**src/ascs_params.svh**
```systemverilog
// Purpose: Register map, field positions, reset values and timing counts
// Assumes: APB byte addresses, one 32-bit word per register
// Notes: Only low byte of each register is used except the 16-bit divisor, upper bits read as zero
`ifndef ASCS_PARAMS_SVH
`define ASCS_PARAMS_SVH

`define ASCS_ADDR_LFC 8'h00
`define ASCS_ADDR_TRC 8'h04
`define ASCS_ADDR_NEC 8'h08
`define ASCS_ADDR_FLG 8'h0C
`define ASCS_ADDR_DAT 8'h10
`define ASCS_ADDR_BAUD 8'h14

`define ASCS_LFC_MODULE_ON 6
`define ASCS_LFC_NINE 4
`define ASCS_LFC_WAKE 3
`define ASCS_LFC_QAS 2
`define ASCS_LFC_PARITY 1
`define ASCS_LFC_ODD 0
`define ASCS_LFC_MASK 8'h5F
`define ASCS_LFC_RST 8'h00

`define ASCS_TRC_RST 8'h00
`define ASCS_TRC_TX_ON 3
`define ASCS_TRC_RX_ON 2
`define ASCS_NEC_RX_NINTH 7
`define ASCS_NEC_TX_NINTH 6
`define ASCS_NEC_RST 4'h0

`define ASCS_BAUD_RST 16'h0035
`define ASCS_PHASE_LAST 4'hF
`define ASCS_PHASE_S1 4'h7
`define ASCS_PHASE_S2 4'h8
`define ASCS_PHASE_S3 4'h9
`define ASCS_LEN8 4'hA
`define ASCS_LEN9 4'hB

`endif

```
**src/ascs_pkg.sv**
```systemverilog
// Purpose: Types shared by the serial control and status block
// Assumes: One-hot state encoding
// Notes: None
package ascs_pkg;
  typedef enum logic [3:0] {
    ASCS_TX_IDLE = 4'b0001,
    ASCS_TX_PRE = 4'b0010,
    ASCS_TX_BRK = 4'b0100,
    ASCS_TX_DATA = 4'b1000
  } ascs_tx_t;
  typedef enum logic [2:0] {
    ASCS_RX_IDLE = 3'b001,
    ASCS_RX_START = 3'b010,
    ASCS_RX_DATA = 3'b100
  } ascs_rx_t;
endpackage

```
**src/ascs_ctrl.sv**
```systemverilog
// Purpose: Serial transceiver control and status registers with line engines
// Assumes: APB slave, zero wait states, rxd synchronous to clk
// Notes: 16x oversampled receiver, bit rate set by the divisor register
// What this block does
// - Idle ones counted after stop or start bit
// - Parity bit sits in frame MSB position
// - Parity select one is odd, zero even
// - Tx empty interrupts only when enabled
// - Tx done interrupts only when enabled
// - Rx full interrupts only when enabled
// - Idle flag interrupts only when enabled
// - Enabling transmitter sends preamble of ones
// - Disabling transmitter finishes frame, line idles high
// - Re-enable during frame queues an idle character
// - Receiver enable gates reception, flags untouched
// - Standby masks rx interrupts, wake clears it
// - Break toggle sends break plus one high bit
// - Break held sends breaks back to back
// - Break toggle before preamble replaces the preamble
// - Received ninth bit captured with data, no reset
// - Tx ninth bit forms frame bit eight
// - Error flags interrupt only when individually enabled
// - Tx empty sets on transfer, clears read-then-write
// - Reset sets empty, clears enables, standby, break
// - Wake select one address mark, zero idle
// - Tx done when empty and nothing sending
// - Module off sets empty, done unless break held with tx on, masks tx interrupts
`timescale 1ns/1ps
`include "ascs_params.svh"

module ascs_ctrl
  import ascs_pkg::*;
(
  input wire logic clk, // Module clock
  input wire logic rst, // Synchronous reset
  input wire logic psel, // APB select
  input wire logic penable, // APB enable
  input wire logic pwrite, // APB write
  input wire logic [7:0] paddr, // APB byte address
  input wire logic [31:0] pwdata, // APB write data
  output logic [31:0] prdata, // APB read data
  output logic pready, // APB ready
  output logic pslverr, // APB error, unmapped address
  input wire logic rxd, // Serial receive line
  output logic txd, // Serial transmit line
  output logic tx_irq, // Transmitter interrupt request
  output logic rx_irq, // Receiver interrupt request
  output logic err_irq // Receiver error interrupt request
);

  function automatic logic ascs_xor(input logic [8:0] v, input logic nine);
    ascs_xor = nine ? ^v : ^v[7:0];
  endfunction

  logic [7:0] lfc_q, trc_q, tdata_q, rdata_q;
  logic [15:0] baud_q, div_q;
  logic tx_ninth_bit_q, rx_ninth_bit_q;
  logic [3:0] err_en_q;
  logic tx_buffer_empty_q, rx_buffer_full_q, idle_q, overrun_q;
  logic noise_err_q, framing_fault_q, parity_fault_q;
  logic [31:0] prdata_q;
  logic [5:0] rx_arm_q;
  logic tx_arm_q, pre_pend_q, brk_pend_q, idle_armed_q, txd_q;
  ascs_tx_t tx_st_q;
  ascs_rx_t rx_st_q;
  logic [11:0] tx_sh_q;
  logic [3:0] tx_cnt_q, tx_ph_q, rx_ph_q, rx_cnt_q, ones_q;
  logic [9:0] rx_sh_q;
  logic s1_q, s2_q, rx_noise_q;

  logic module_on, nine, wake, quiet_count_after_stop, parity_on, odd_parity_sel;
  logic tx_empty_irq_en, tx_done_irq_en, rx_full_irq_en, quiet_irq_en;
  logic tx_on, rx_on, rx_standby, break_send, tx_done;
  logic setup, wr, rd, tick, tx_bit_end, tx_load, rx_bit, rx_sample, noise_now;
  logic stop_now, accept, addr_wake, quiet_event, mapped;
  logic [3:0] len, nbits;
  logic [8:0] rx_msbv;
  logic [11:0] frame;
  logic [7:0] trc_wr;

  assign module_on = lfc_q[`ASCS_LFC_MODULE_ON];
  assign nine = lfc_q[`ASCS_LFC_NINE];
  assign wake = lfc_q[`ASCS_LFC_WAKE];
  assign quiet_count_after_stop = lfc_q[`ASCS_LFC_QAS];
  assign parity_on = lfc_q[`ASCS_LFC_PARITY];
  assign odd_parity_sel = lfc_q[`ASCS_LFC_ODD];
  assign {tx_empty_irq_en, tx_done_irq_en, rx_full_irq_en, quiet_irq_en} = trc_q[7:4];
  assign {tx_on, rx_on, rx_standby, break_send} = trc_q[3:0];
  assign len = nine ? `ASCS_LEN9 : `ASCS_LEN8;
  assign nbits = nine ? 4'h9 : 4'h8;

  // APB decode, zero wait states
  assign setup = psel & ~penable;
  assign wr = psel & penable & pwrite & mapped;
  assign rd = psel & penable & ~pwrite & mapped;
  assign pready = 1'b1;
  assign mapped = (paddr == `ASCS_ADDR_LFC) | (paddr == `ASCS_ADDR_TRC) |
                  (paddr == `ASCS_ADDR_NEC) | (paddr == `ASCS_ADDR_FLG) |
                  (paddr == `ASCS_ADDR_DAT) | (paddr == `ASCS_ADDR_BAUD);
  assign pslverr = psel & penable & ~mapped;
  assign prdata = prdata_q;

  // Read data captured in the setup cycle
  always_ff @(posedge clk) begin
    if (rst) begin
      prdata_q <= 32'h00000000;
    end else if (setup & ~pwrite) begin
      unique case (paddr)
        `ASCS_ADDR_LFC: prdata_q <= {24'h000000, lfc_q};
        `ASCS_ADDR_TRC: prdata_q <= {24'h000000, trc_q};
        `ASCS_ADDR_NEC: prdata_q <= {24'h000000, rx_ninth_bit_q, tx_ninth_bit_q, 2'b00, err_en_q};
        `ASCS_ADDR_FLG: prdata_q <= {24'h000000, tx_buffer_empty_q, tx_done, rx_buffer_full_q,
                                     idle_q, overrun_q, noise_err_q, framing_fault_q,
                                     parity_fault_q};
        `ASCS_ADDR_DAT: prdata_q <= {24'h000000, rdata_q};
        `ASCS_ADDR_BAUD: prdata_q <= {16'h0000, baud_q};
        default: prdata_q <= 32'h00000000;
      endcase
    end
  end

  // Control writes; transmitter and receiver enables only change while module is on
  always_comb begin
    trc_wr = pwdata[7:0];
    if (!module_on) begin
      trc_wr[`ASCS_TRC_TX_ON] = tx_on;
      trc_wr[`ASCS_TRC_RX_ON] = rx_on;
    end
  end

  always_ff @(posedge clk) begin
    if (rst) begin
      lfc_q <= `ASCS_LFC_RST;
      baud_q <= `ASCS_BAUD_RST;
      tx_ninth_bit_q <= 1'b0;
      err_en_q <= `ASCS_NEC_RST;
    end else if (wr) begin
      if (paddr == `ASCS_ADDR_LFC) begin
        lfc_q <= pwdata[7:0] & `ASCS_LFC_MASK;
      end
      if (paddr == `ASCS_ADDR_NEC) begin
        tx_ninth_bit_q <= pwdata[`ASCS_NEC_TX_NINTH];
        err_en_q <= pwdata[3:0];
      end
      if (paddr == `ASCS_ADDR_BAUD) begin
        baud_q <= pwdata[15:0];
      end
    end
  end

  always_ff @(posedge clk) begin
    if (rst) begin
      trc_q <= `ASCS_TRC_RST;
    end else if (wr && paddr == `ASCS_ADDR_TRC) begin
      trc_q <= trc_wr;
    end else if (addr_wake | (quiet_event & rx_standby & ~wake)) begin
      trc_q[1] <= 1'b0;
    end
  end

  always_ff @(posedge clk) begin
    if (wr && paddr == `ASCS_ADDR_DAT) begin
      tdata_q <= pwdata[7:0];
    end
  end

  // Oversampling tick, 16 per bit
  always_ff @(posedge clk) begin
    if (rst || !module_on || div_q == 16'h0000) begin
      div_q <= baud_q;
    end else begin
      div_q <= div_q - 16'h0001;
    end
  end
  assign tick = module_on & (div_q == 16'h0000);

  // Transmitter
  assign tx_done = tx_buffer_empty_q & (tx_st_q == ASCS_TX_IDLE) &
                   ~pre_pend_q & ~brk_pend_q & ~(break_send & tx_on);
  assign tx_bit_end = tick & (tx_ph_q == `ASCS_PHASE_LAST);
  assign tx_load = (tx_st_q == ASCS_TX_IDLE) & module_on & tx_on & ~brk_pend_q &
                   ~break_send & ~pre_pend_q & ~tx_buffer_empty_q;

  always_comb begin
    frame = {3'b111, tdata_q, 1'b0};
    if (nine) begin
      frame[9] = parity_on ? ascs_xor({1'b0, tdata_q}, 1'b1) ^ odd_parity_sel
                           : tx_ninth_bit_q;
    end else if (parity_on) begin
      frame[8] = ascs_xor({2'b00, tdata_q[6:0]}, 1'b0) ^ odd_parity_sel;
    end
  end

  always_ff @(posedge clk) begin
    if (rst) begin
      pre_pend_q <= 1'b0;
      brk_pend_q <= 1'b0;
    end else if (!module_on) begin
      pre_pend_q <= 1'b0;
      brk_pend_q <= 1'b0;
    end else begin
      if (wr && paddr == `ASCS_ADDR_TRC && trc_wr[3] && !tx_on) begin
        pre_pend_q <= 1'b1;
      end else if (tx_st_q == ASCS_TX_IDLE && tx_on && !brk_pend_q && !break_send) begin
        pre_pend_q <= 1'b0;
      end
      if (wr && paddr == `ASCS_ADDR_TRC && pwdata[0] && !break_send) begin
        brk_pend_q <= 1'b1;
      end else if (tx_st_q == ASCS_TX_IDLE && tx_on) begin
        brk_pend_q <= 1'b0;
        if (brk_pend_q | break_send) begin
          pre_pend_q <= 1'b0;
        end
      end
    end
  end

  always_ff @(posedge clk) begin
    if (rst || !module_on) begin
      tx_st_q <= ASCS_TX_IDLE;
      tx_sh_q <= 12'hFFF;
      tx_cnt_q <= 4'h0;
      tx_ph_q <= 4'h0;
    end else begin
      if (tick) begin
        tx_ph_q <= tx_ph_q + 4'h1;
      end
      unique case (tx_st_q)
        ASCS_TX_IDLE: begin
          tx_ph_q <= 4'h0;
          tx_cnt_q <= len;
          if (tx_on && (brk_pend_q || break_send)) begin
            tx_sh_q <= 12'h000;
            tx_st_q <= ASCS_TX_BRK;
          end else if (tx_on && pre_pend_q) begin
            tx_sh_q <= 12'hFFF;
            tx_st_q <= ASCS_TX_PRE;
          end else if (tx_load) begin
            tx_sh_q <= frame;
            tx_st_q <= ASCS_TX_DATA;
          end
        end
        ASCS_TX_PRE, ASCS_TX_DATA, ASCS_TX_BRK: begin
          if (tx_bit_end) begin
            tx_sh_q <= {1'b1, tx_sh_q[11:1]};
            tx_cnt_q <= tx_cnt_q - 4'h1;
            if (tx_cnt_q == 4'h1) begin
              if (tx_st_q == ASCS_TX_BRK && break_send && tx_on) begin
                tx_sh_q <= 12'h000;
                tx_cnt_q <= len;
              end else if (tx_st_q == ASCS_TX_BRK) begin
                tx_sh_q <= 12'hFFF;
                tx_cnt_q <= 4'h1;
                tx_st_q <= ASCS_TX_DATA;
              end else begin
                tx_st_q <= ASCS_TX_IDLE;
              end
            end
          end
        end
      endcase
    end
  end

  always_ff @(posedge clk) begin
    if (rst) begin
      txd_q <= 1'b1;
    end else begin
      txd_q <= (tx_st_q == ASCS_TX_IDLE) ? 1'b1 : tx_sh_q[0];
    end
  end
  assign txd = txd_q;

  // Transmit empty flag and its read-then-write clearing
  always_ff @(posedge clk) begin
    if (rst) begin
      tx_buffer_empty_q <= 1'b1;
      tx_arm_q <= 1'b0;
    end else begin
      if (rd && paddr == `ASCS_ADDR_FLG) begin
        tx_arm_q <= prdata_q[7];
      end else if (wr && paddr == `ASCS_ADDR_DAT) begin
        tx_arm_q <= 1'b0;
      end
      if (!module_on || tx_load) begin
        tx_buffer_empty_q <= 1'b1;
      end else if (wr && paddr == `ASCS_ADDR_DAT && tx_arm_q) begin
        tx_buffer_empty_q <= 1'b0;
      end
    end
  end

  // Receiver
  assign rx_sample = tick & (rx_ph_q == `ASCS_PHASE_S3);
  assign rx_bit = (s1_q & s2_q) | (s1_q & rxd) | (s2_q & rxd);
  assign noise_now = ~((s1_q == s2_q) & (s2_q == rxd));
  assign stop_now = rx_sample & (rx_st_q == ASCS_RX_DATA) & (rx_cnt_q == nbits);
  assign rx_msbv = rx_sh_q[8:0];
  assign addr_wake = stop_now & rx_standby & wake &
                     (nine ? rx_msbv[8] : rx_msbv[7]);
  assign accept = stop_now & (~rx_standby | addr_wake);
  assign quiet_event = rx_sample & rx_bit & (ones_q == len - 4'h1) &
                       ((rx_st_q == ASCS_RX_IDLE) | ~quiet_count_after_stop);

  always_ff @(posedge clk) begin
    if (rst || !module_on || !rx_on) begin
      rx_st_q <= ASCS_RX_IDLE;
      rx_ph_q <= 4'h0;
      rx_cnt_q <= 4'h0;
      rx_noise_q <= 1'b0;
      ones_q <= 4'h0;
      s1_q <= 1'b1;
      s2_q <= 1'b1;
    end else begin
      if (tick) begin
        rx_ph_q <= rx_ph_q + 4'h1;
        if (rx_ph_q == `ASCS_PHASE_S1) begin
          s1_q <= rxd;
        end
        if (rx_ph_q == `ASCS_PHASE_S2) begin
          s2_q <= rxd;
        end
      end
      if (rx_sample) begin
        if (!rx_bit) begin
          ones_q <= 4'h0;
        end else if ((rx_st_q == ASCS_RX_IDLE || !quiet_count_after_stop) && ones_q != len) begin
          ones_q <= ones_q + 4'h1;
        end
      end
      unique case (rx_st_q)
        ASCS_RX_IDLE: begin
          if (tick && !rxd) begin
            rx_st_q <= ASCS_RX_START;
            rx_ph_q <= 4'h0;
          end
        end
        ASCS_RX_START: begin
          if (rx_sample) begin
            rx_st_q <= rx_bit ? ASCS_RX_IDLE : ASCS_RX_DATA;
            rx_cnt_q <= 4'h0;
            rx_noise_q <= noise_now;
            if (quiet_count_after_stop) begin
              ones_q <= 4'h0;
            end
          end
        end
        ASCS_RX_DATA: begin
          if (rx_sample) begin
            rx_sh_q[rx_cnt_q] <= rx_bit;
            rx_cnt_q <= rx_cnt_q + 4'h1;
            rx_noise_q <= rx_noise_q | noise_now;
            if (rx_cnt_q == nbits) begin
              rx_st_q <= ASCS_RX_IDLE;
            end
          end
        end
      endcase
    end
  end

  // Received data and ninth bit, not touched by reset
  always_ff @(posedge clk) begin
    if (accept && !rx_buffer_full_q) begin
      rdata_q <= rx_sh_q[7:0];
      rx_ninth_bit_q <= nine ? rx_sh_q[8] : rx_sh_q[7];
    end
  end

  // Receive flags; a new event wins over the clearing data read
  always_ff @(posedge clk) begin
    if (rst) begin
      rx_arm_q <= 6'h00;
      {rx_buffer_full_q, idle_q, overrun_q} <= 3'b000;
      {noise_err_q, framing_fault_q, parity_fault_q} <= 3'b000;
      idle_armed_q <= 1'b0;
    end else begin
      if (rd && paddr == `ASCS_ADDR_FLG) begin
        rx_arm_q <= prdata_q[5:0];
      end else if (rd && paddr == `ASCS_ADDR_DAT) begin
        rx_arm_q <= 6'h00;
        if (rx_arm_q[5]) rx_buffer_full_q <= 1'b0;
        if (rx_arm_q[4]) idle_q <= 1'b0;
        if (rx_arm_q[3]) overrun_q <= 1'b0;
        if (rx_arm_q[2]) noise_err_q <= 1'b0;
        if (rx_arm_q[1]) framing_fault_q <= 1'b0;
        if (rx_arm_q[0]) parity_fault_q <= 1'b0;
      end
      if (accept) begin
        if (rx_buffer_full_q) begin
          overrun_q <= 1'b1;
        end else begin
          rx_buffer_full_q <= 1'b1;
          idle_armed_q <= 1'b1;
          if (rx_noise_q) noise_err_q <= 1'b1;
          if (!rx_bit) framing_fault_q <= 1'b1;
          if (parity_on && ascs_xor(rx_sh_q[8:0], nine) != odd_parity_sel) begin
            parity_fault_q <= 1'b1;
          end
        end
      end
      if (quiet_event && idle_armed_q && !rx_standby) begin
        idle_q <= 1'b1;
        idle_armed_q <= 1'b0;
      end
    end
  end

  // Interrupt requests
  assign tx_irq = module_on & ((tx_buffer_empty_q & tx_empty_irq_en) |
                               (tx_done & tx_done_irq_en));
  assign rx_irq = ~rx_standby & ((rx_buffer_full_q & rx_full_irq_en) |
                                 (idle_q & quiet_irq_en));
  assign err_irq = |({overrun_q, noise_err_q, framing_fault_q, parity_fault_q} &
                     err_en_q);

endmodule

```
**config.mk**
```make
export PLATFORM = sky130hd
export DESIGN_NAME = ascs_ctrl
export DESIGN_NICKNAME = d
export VERILOG_FILES = /design/src/ascs_pkg.sv /design/src/ascs_ctrl.sv
export VERILOG_INCLUDE_DIRS = /design/src
export SDC_FILE = /design/constraint.sdc
export NUM_CORES = 1
export LEC_CHECK = 0
export ABC_CLOCK_PERIOD_IN_PS = 3900
export BUFFER_PORTS_ARGS = -buffer_cell sky130_fd_sc_hd__clkbuf_2
export CAP_MARGIN = 40
export CORE_MARGIN = 2
export CORE_UTILIZATION = 59
export DETAILED_ROUTE_END_ITERATION = 7
export PLACE_DENSITY = 0.8
export SKIP_CTS_REPAIR_TIMING = 1
export SYNTH_ARGS = -nofsm -noshare
export SYNTH_HDL_FRONTEND = slang
export SYNTH_SLANG_ARGS = --single-unit
export TNS_END_PERCENT = 1
```
**constraint.sdc**
```tcl
create_clock -name clk -period 3.9 [get_ports clk]
set_input_delay 0.39 -clock clk [delete_from_list [all_inputs] [get_ports clk]]
set_output_delay 0.39 -clock clk [all_outputs]
set_load 0.005 [all_outputs]
```
==> results of run 1 <==
-- critical path, delay by kind of cell (launching register included) --
family        cells  cell delay [ns]
flops             1             0.35
simple gates      4             2.24
-- metrics by stage --
stage	instance area (sq um)	utilization	cells	hold WS, ns
3_3_place_gp	7650	0.634	1027	0.430
3_5_place_dp	7650	0.634	1027	0.434
6_report	8190	0.679	1059	0.187
5_1_grt	8190	0.679	1059	0.192
4_1_cts	8190	0.679	1059	0.174
2_1_floorplan	7400	-	857	0.416
-- logic make-up after synthesis --
kind of cell	after synthesis	synth area share
AOI/OAI and AO/OA	168	0.140
muxes	33	0.0532
DFF	153	0.453
buffers and inverters	78	0.0498
adders and majority gates	15	0.0256
other	2	0.00102
and+or+nand+nor	358	0.236
xor gates and xnor gates	35	0.0417
-- how the worst max path moves through the flow --
stage / startpoint / end / slack [ns] / cells past startpoint
after floorplan: div_q[6] / rdata_q[0] / 1.18 / 6
after global placement: div_q[6] / rdata_q[1] / 1.01 / 4
after detailed placement: div_q[6] / rdata_q[7] / 0.98 / 4
after CTS: div_q[6] / rdata_q[7] / 0.97 / 4
after global routing: div_q[6] / noise_err_q / 0.78 / 6
final: div_q[6] / rdata_q[4] / 0.94 / 4
-- routing by layer --
metal / GRT usage / wire length [um]
met5: 0 / 0
met4: 0.149 / 697
met3: 0.0643 / 1570
met2: 0.471 / 8710
met1: 0.362 / 7420
-- cell usage after synthesis, types with 9 or more instances --
cell type | count | area [sq um]
a21oi_1 | 50 | 250
a22oi_1 | 13 | 97.6
and2_1 | 14 | 87.6
buf_4 | 17 | 128
clkbuf_1 | 38 | 143
dfxtp_1 | 127 | 2540
edfxtp_1 | 26 | 781
ha_1 | 15 | 188
inv_1 | 19 | 71.3
mux2i_1 | 21 | 210
nand2_1 | 99 | 372
nand3_1 | 28 | 140
nand4_1 | 10 | 62.6
nor2_1 | 113 | 424
nor2b_1 | 10 | 62.6
nor3_1 | 27 | 135
o21ai_0 | 48 | 240
xnor2_1 | 26 | 228
xor2_1 | 9 | 78.8
-- cell type report --
class / count / area [sq um] / share of cell area
clock buffer: 21 / 460 / 0.0562
clock inverter: 11 / 78.8 / 0.00962
inverter: 19 / 71.3 / 0.00871
multi-input combinational: 626 / 3710 / 0.453
sequential: 153 / 3320 / 0.406
tap: 168 / 210 / 0.0257
timing repair buffer: 61 / 333 / 0.0406
-- flip-flops by register name, indices dropped and copies added (netlist names), 6 cells and up --
| signal | count |
|---|---|
| rx_sh_q | 9 |
| baud_q | 16 |
| prdata | 16 |
| trc_q | 8 |
| rdata_q | 8 |
| div_q | 16 |
| tdata_q | 8 |
| lfc_q | 6 |
| tx_sh_q | 12 |
| rx_arm_q | 6 |
-- power breakdown --
| group | switching (uW) | total, uW | internal (uW) | leakage (uW) |
|---|---|---|---|---|
| clock network | 606 | 1500 | 896 | 0.000270 |
| registers | 3.24 | 1610 | 1610 | 0.00125 |
| logic | 57.2 | 85.6 | 28.4 | 0.00160 |
| total | 667 | 3200 | 2530 | 0.00312 |
==> impl_metrics.ini, run 1 <==
[clocking]
cts_inserted_buffers = 17
clock_sinks = 153
clk_path_buf_depth = 2
clock-root-buffer = clkbuf_16
clk_pin_slew_worst_paths_ns = 0.06
htree_num_levels = 4
clock_latency_ns = 0.42
cts_tree = yes

[floorplan]
io_pins = 84
die_w_um = 116
rows = 40
core_area_sq_um = 12100
die_h_um = 116
die_area_sq_um = 13400
start_util = 0.609

[setup_path]
reg2reg_setup_slack_ns = 0.94
end_kind = register
r2r_end = rdata_q[4]
path_common_cell = or4_4
startpoint_type = register
worstReg2RegStart = div_q[6]
crit_path_max_fanout = 14
slowest_delay_ns = 0.62
crit_type = register to register
worstPathCellList = or4_4 > or3_1 > or4_4 > nor3_4
reg2regPathDepth = 4
required_ns = 3.95
cp.arrival_ns = 3.01
crit_slowest_cell = or4_4

[timing]
fin_crit_ns = 2.96
finalHoldViolCount = 0
tightest_slew_ns = 0.670
tns_ns = 0
rsz0062_at_grt = false
final.setup_skew_ns = 0.00717
slew_viol_final = 0
slew_headroom = 0.552
finalCritPeriodShare = 0.758
fmax_ghz = 0.338
finalWorstSetupSlack_ns = 0.942
finalSetupViolCount = 0

[outcome]
status = finished clean

[power_and_ir_drop]
p_total_uw = 3200
power_leakage_uw = 0.00312
ir_drop_uv = 222
powerDensity_nw_per_um2 = 390

[hold_path]
min_to = baud_q[10]
hp-class = input port to register
worst_hold_startpoint = pwdata[10]
hold_depth = 3

[finish]
fillers = 927
nets = 939
drive_gt1_frac = 0.129
layout.cells.most_common = dfxtp_1
diodes = 0
area_delta_synth_final_pct = 11.6
layout.cells.most_common_list = dfxtp_1, nor2_1, nand2_1, a21oi_1, clkbuf_2

[synthesis]
synth.avg_cell_area_sq_um = 8.72
netlist_area_sq_um = 7340
postSynthCellCount = 842
synth_cell_type_count = 68
synth_edf_count = 26
synth_seq_area_share = 0.453
ys_seq_elements = 153
yosysWarningCount = 0
synth_top_flop_cell = dfxtp_1
synthArstFlopShare = 0

[placed_design]
hpwl_um = 13200
gp_congestion = 0.888
place_ws_ns = 0.977
port_buffers = 50

[routing]
drc = 0
vias = 6440
wl_per_cell_um = 17.4
final_antenna_net_count = 0
routed_wl_um = 18400
drtPass1Iterations = 5
drt_iter0_markers = 669
viasPerCell = 6.08

[job]
drv_cap = 0

[global_route]
antenna_found_initial = 0
grt_pass1_vias = 6156
grt-ovfl-total = 0
grt_pass1_wl_um = 30000
grtUsageTotal = 0.290
grt_max_degree = 55
(Power assumes the default switching activity.)
==> run 2, diff against run 1 <==
ABC_CLOCK_PERIOD_IN_PS = 3000   (was 3900)
clock period = 3 ns   (was 3.9 ns; I/O delays follow)
==> run 2 against run 1 <==
Critical path depth grew 1. Non-clock buffer count increased by 4. Utilization up 0.72 points. Largest power group is now the clock network. Register-to-register slack lost 0.78 ns. Via count fell by 0.54%.
==> impl_metrics.ini, run 2 (same netlist as run 1, synthesis figures left out) <==
[outcome]
status = finished clean

[power_and_ir_drop]
powerDensity_nw_per_um2 = 523
ir_drop_uv = 363
power_leakage_uw = 0.00317

[timing]
finalWorstSetupSlack_ns = 0.164
fin_crit_ns = 2.84
rsz0062_at_grt = false
slew_headroom = 0.554
tns_ns = 0
finalHoldViolCount = 0
fmax_ghz = 0.353
finalCritPeriodShare = 0.945
slew_viol_final = 0
finalSetupViolCount = 0
final.setup_skew_ns = 0.00672
tightest_slew_ns = 0.667

[routing]
routed_wl_um = 18300
dr_wl_met3_um = 1350
routed.top_layer = met4
wl_met1_um = 7530
drt_iter0_markers = 740
vias = 6405
drtPass1Iterations = 6
final_antenna_net_count = 0
wl_per_cell_um = 17.3
dr_wl_met2_um = 9060
viasPerCell = 6.03
drc = 0

[global_route]
antenna_found_initial = 0
grtUsageTotal = 0.284
grt_pass1_wl_um = 29500
grt-ovfl-total = 0
grt_pass1_vias = 6145
grt_max_degree = 62

[finish]
seq_area_sq_um = 3320
fillers = 927
area_delta_synth_final_pct = 12.7
diodes = 0
layout.cells.most_common_list = dfxtp_1, nor2_1, nand2_1, a21oi_1, clkbuf_2
final_cells = 1062
layout.cells.most_common = dfxtp_1
drive_gt1_frac = 0.136
nets = 943
multi_input_area_sq_um = 3710

[placed_design]
placed_cells = 1031
hpwl_um = 13000
place_ws_ns = 0.198
port_buffers = 50
gp_congestion = 0.887

[floorplan]
die_h_um = 116
core_area_sq_um = 12100
rows = 40
start_util = 0.609
io_pins = 84
die_area_sq_um = 13400
die_w_um = 116

[setup_path]
crit_path_max_fanout = 8
startpoint_type = register
required_ns = 3.13
cp.arrival_ns = 2.97
end_kind = register
crit_type = register to register

[clocking]
clock_sinks = 153
clock-root-buffer = clkbuf_16
clock_latency_ns = 0.42
clk_path_buf_depth = 2
htree_num_levels = 4
cts_inserted_buffers = 17
cts_tree = yes
clk_pin_slew_worst_paths_ns = 0.06

[hold_path]
hp-class = input port to register

[job]
drv_cap = 0
-- run 2: changes by cell type in the layout (fill, tap and decap cells not counted) --
cell	change
clkinv_1	-4
clkinvlp_4	+1
clkbuf_8	+2
clkinv_2	-1
clkinv_4	-1
clkbuf_16	+2
buf_4	+4
-- run 2: layout make-up --
cell class / instances / area share
Multi-Input combinational cell: 626 / 0.449
Timing Repair Buffer: 65 / 0.0438
Clock inverter: 6 / 0.00695
Sequential cell: 153 / 0.401
Clock buffer: 25 / 0.0650
Tap cell: 168 / 0.0254
Inverter: 19 / 0.00862
-- run 2: power by group --
part | total [uW] | switching [uW] | internal, uW
clock network | 2120 | 805 | 1320
registers | 2090 | 4.22 | 2090
logic | 112 | 75.2 | 37.1
total | 4330 | 884 | 3440
-- run 2: path summary, 6_finish.rpt --
path	startpoint	endpoint	slack [ns]	cells after the start
setup / recovery	div_q[6]	rx_sh_q[3]	0.16	5
setup reg to reg	div_q[6]	rx_sh_q[3]	0.16	5
hold / removal	pwdata[11]	baud_q[11]	0.1	3
hold reg to reg	tx_sh_q[0]	txd	0.45	1
-- run 2: stage by stage --
| stage | instance area (sq um) | util | total power (uW) | hold slack, ns |
|---|---|---|---|---|
| 2_1_floorplan | 7400 | - | 2210 | 0.399 |
| 3_3_place_gp | 7680 | 0.637 | 2240 | 0.432 |
| 3_5_place_dp | 7680 | 0.637 | 2240 | 0.437 |
| 4_1_cts | 8280 | 0.686 | 4340 | 0.0868 |
| 5_1_grt | 8280 | 0.686 | 4450 | 0.0997 |
| 6_report | 8280 | 0.686 | 4330 | 0.0955 |
-- run 2: worst max-delay path, stage by stage, from the launching register on --
cell and delay, ns:
dfxtp_1 0.35, or4_4 0.56, or3_1 0.47, or4_4 0.62, nor4_2 0.35, and2_1 0.21
-- run 2: metal layers --
| metal | up-vias | GRT usage |
|---|---|---|
| met5 | - | 0 |
| met3 | 41 | 0.0664 |
| li1 | 3011 | - |
| met1 | 3056 | 0.350 |
| met2 | 297 | 0.475 |
| met4 | 0 | 0.124 |
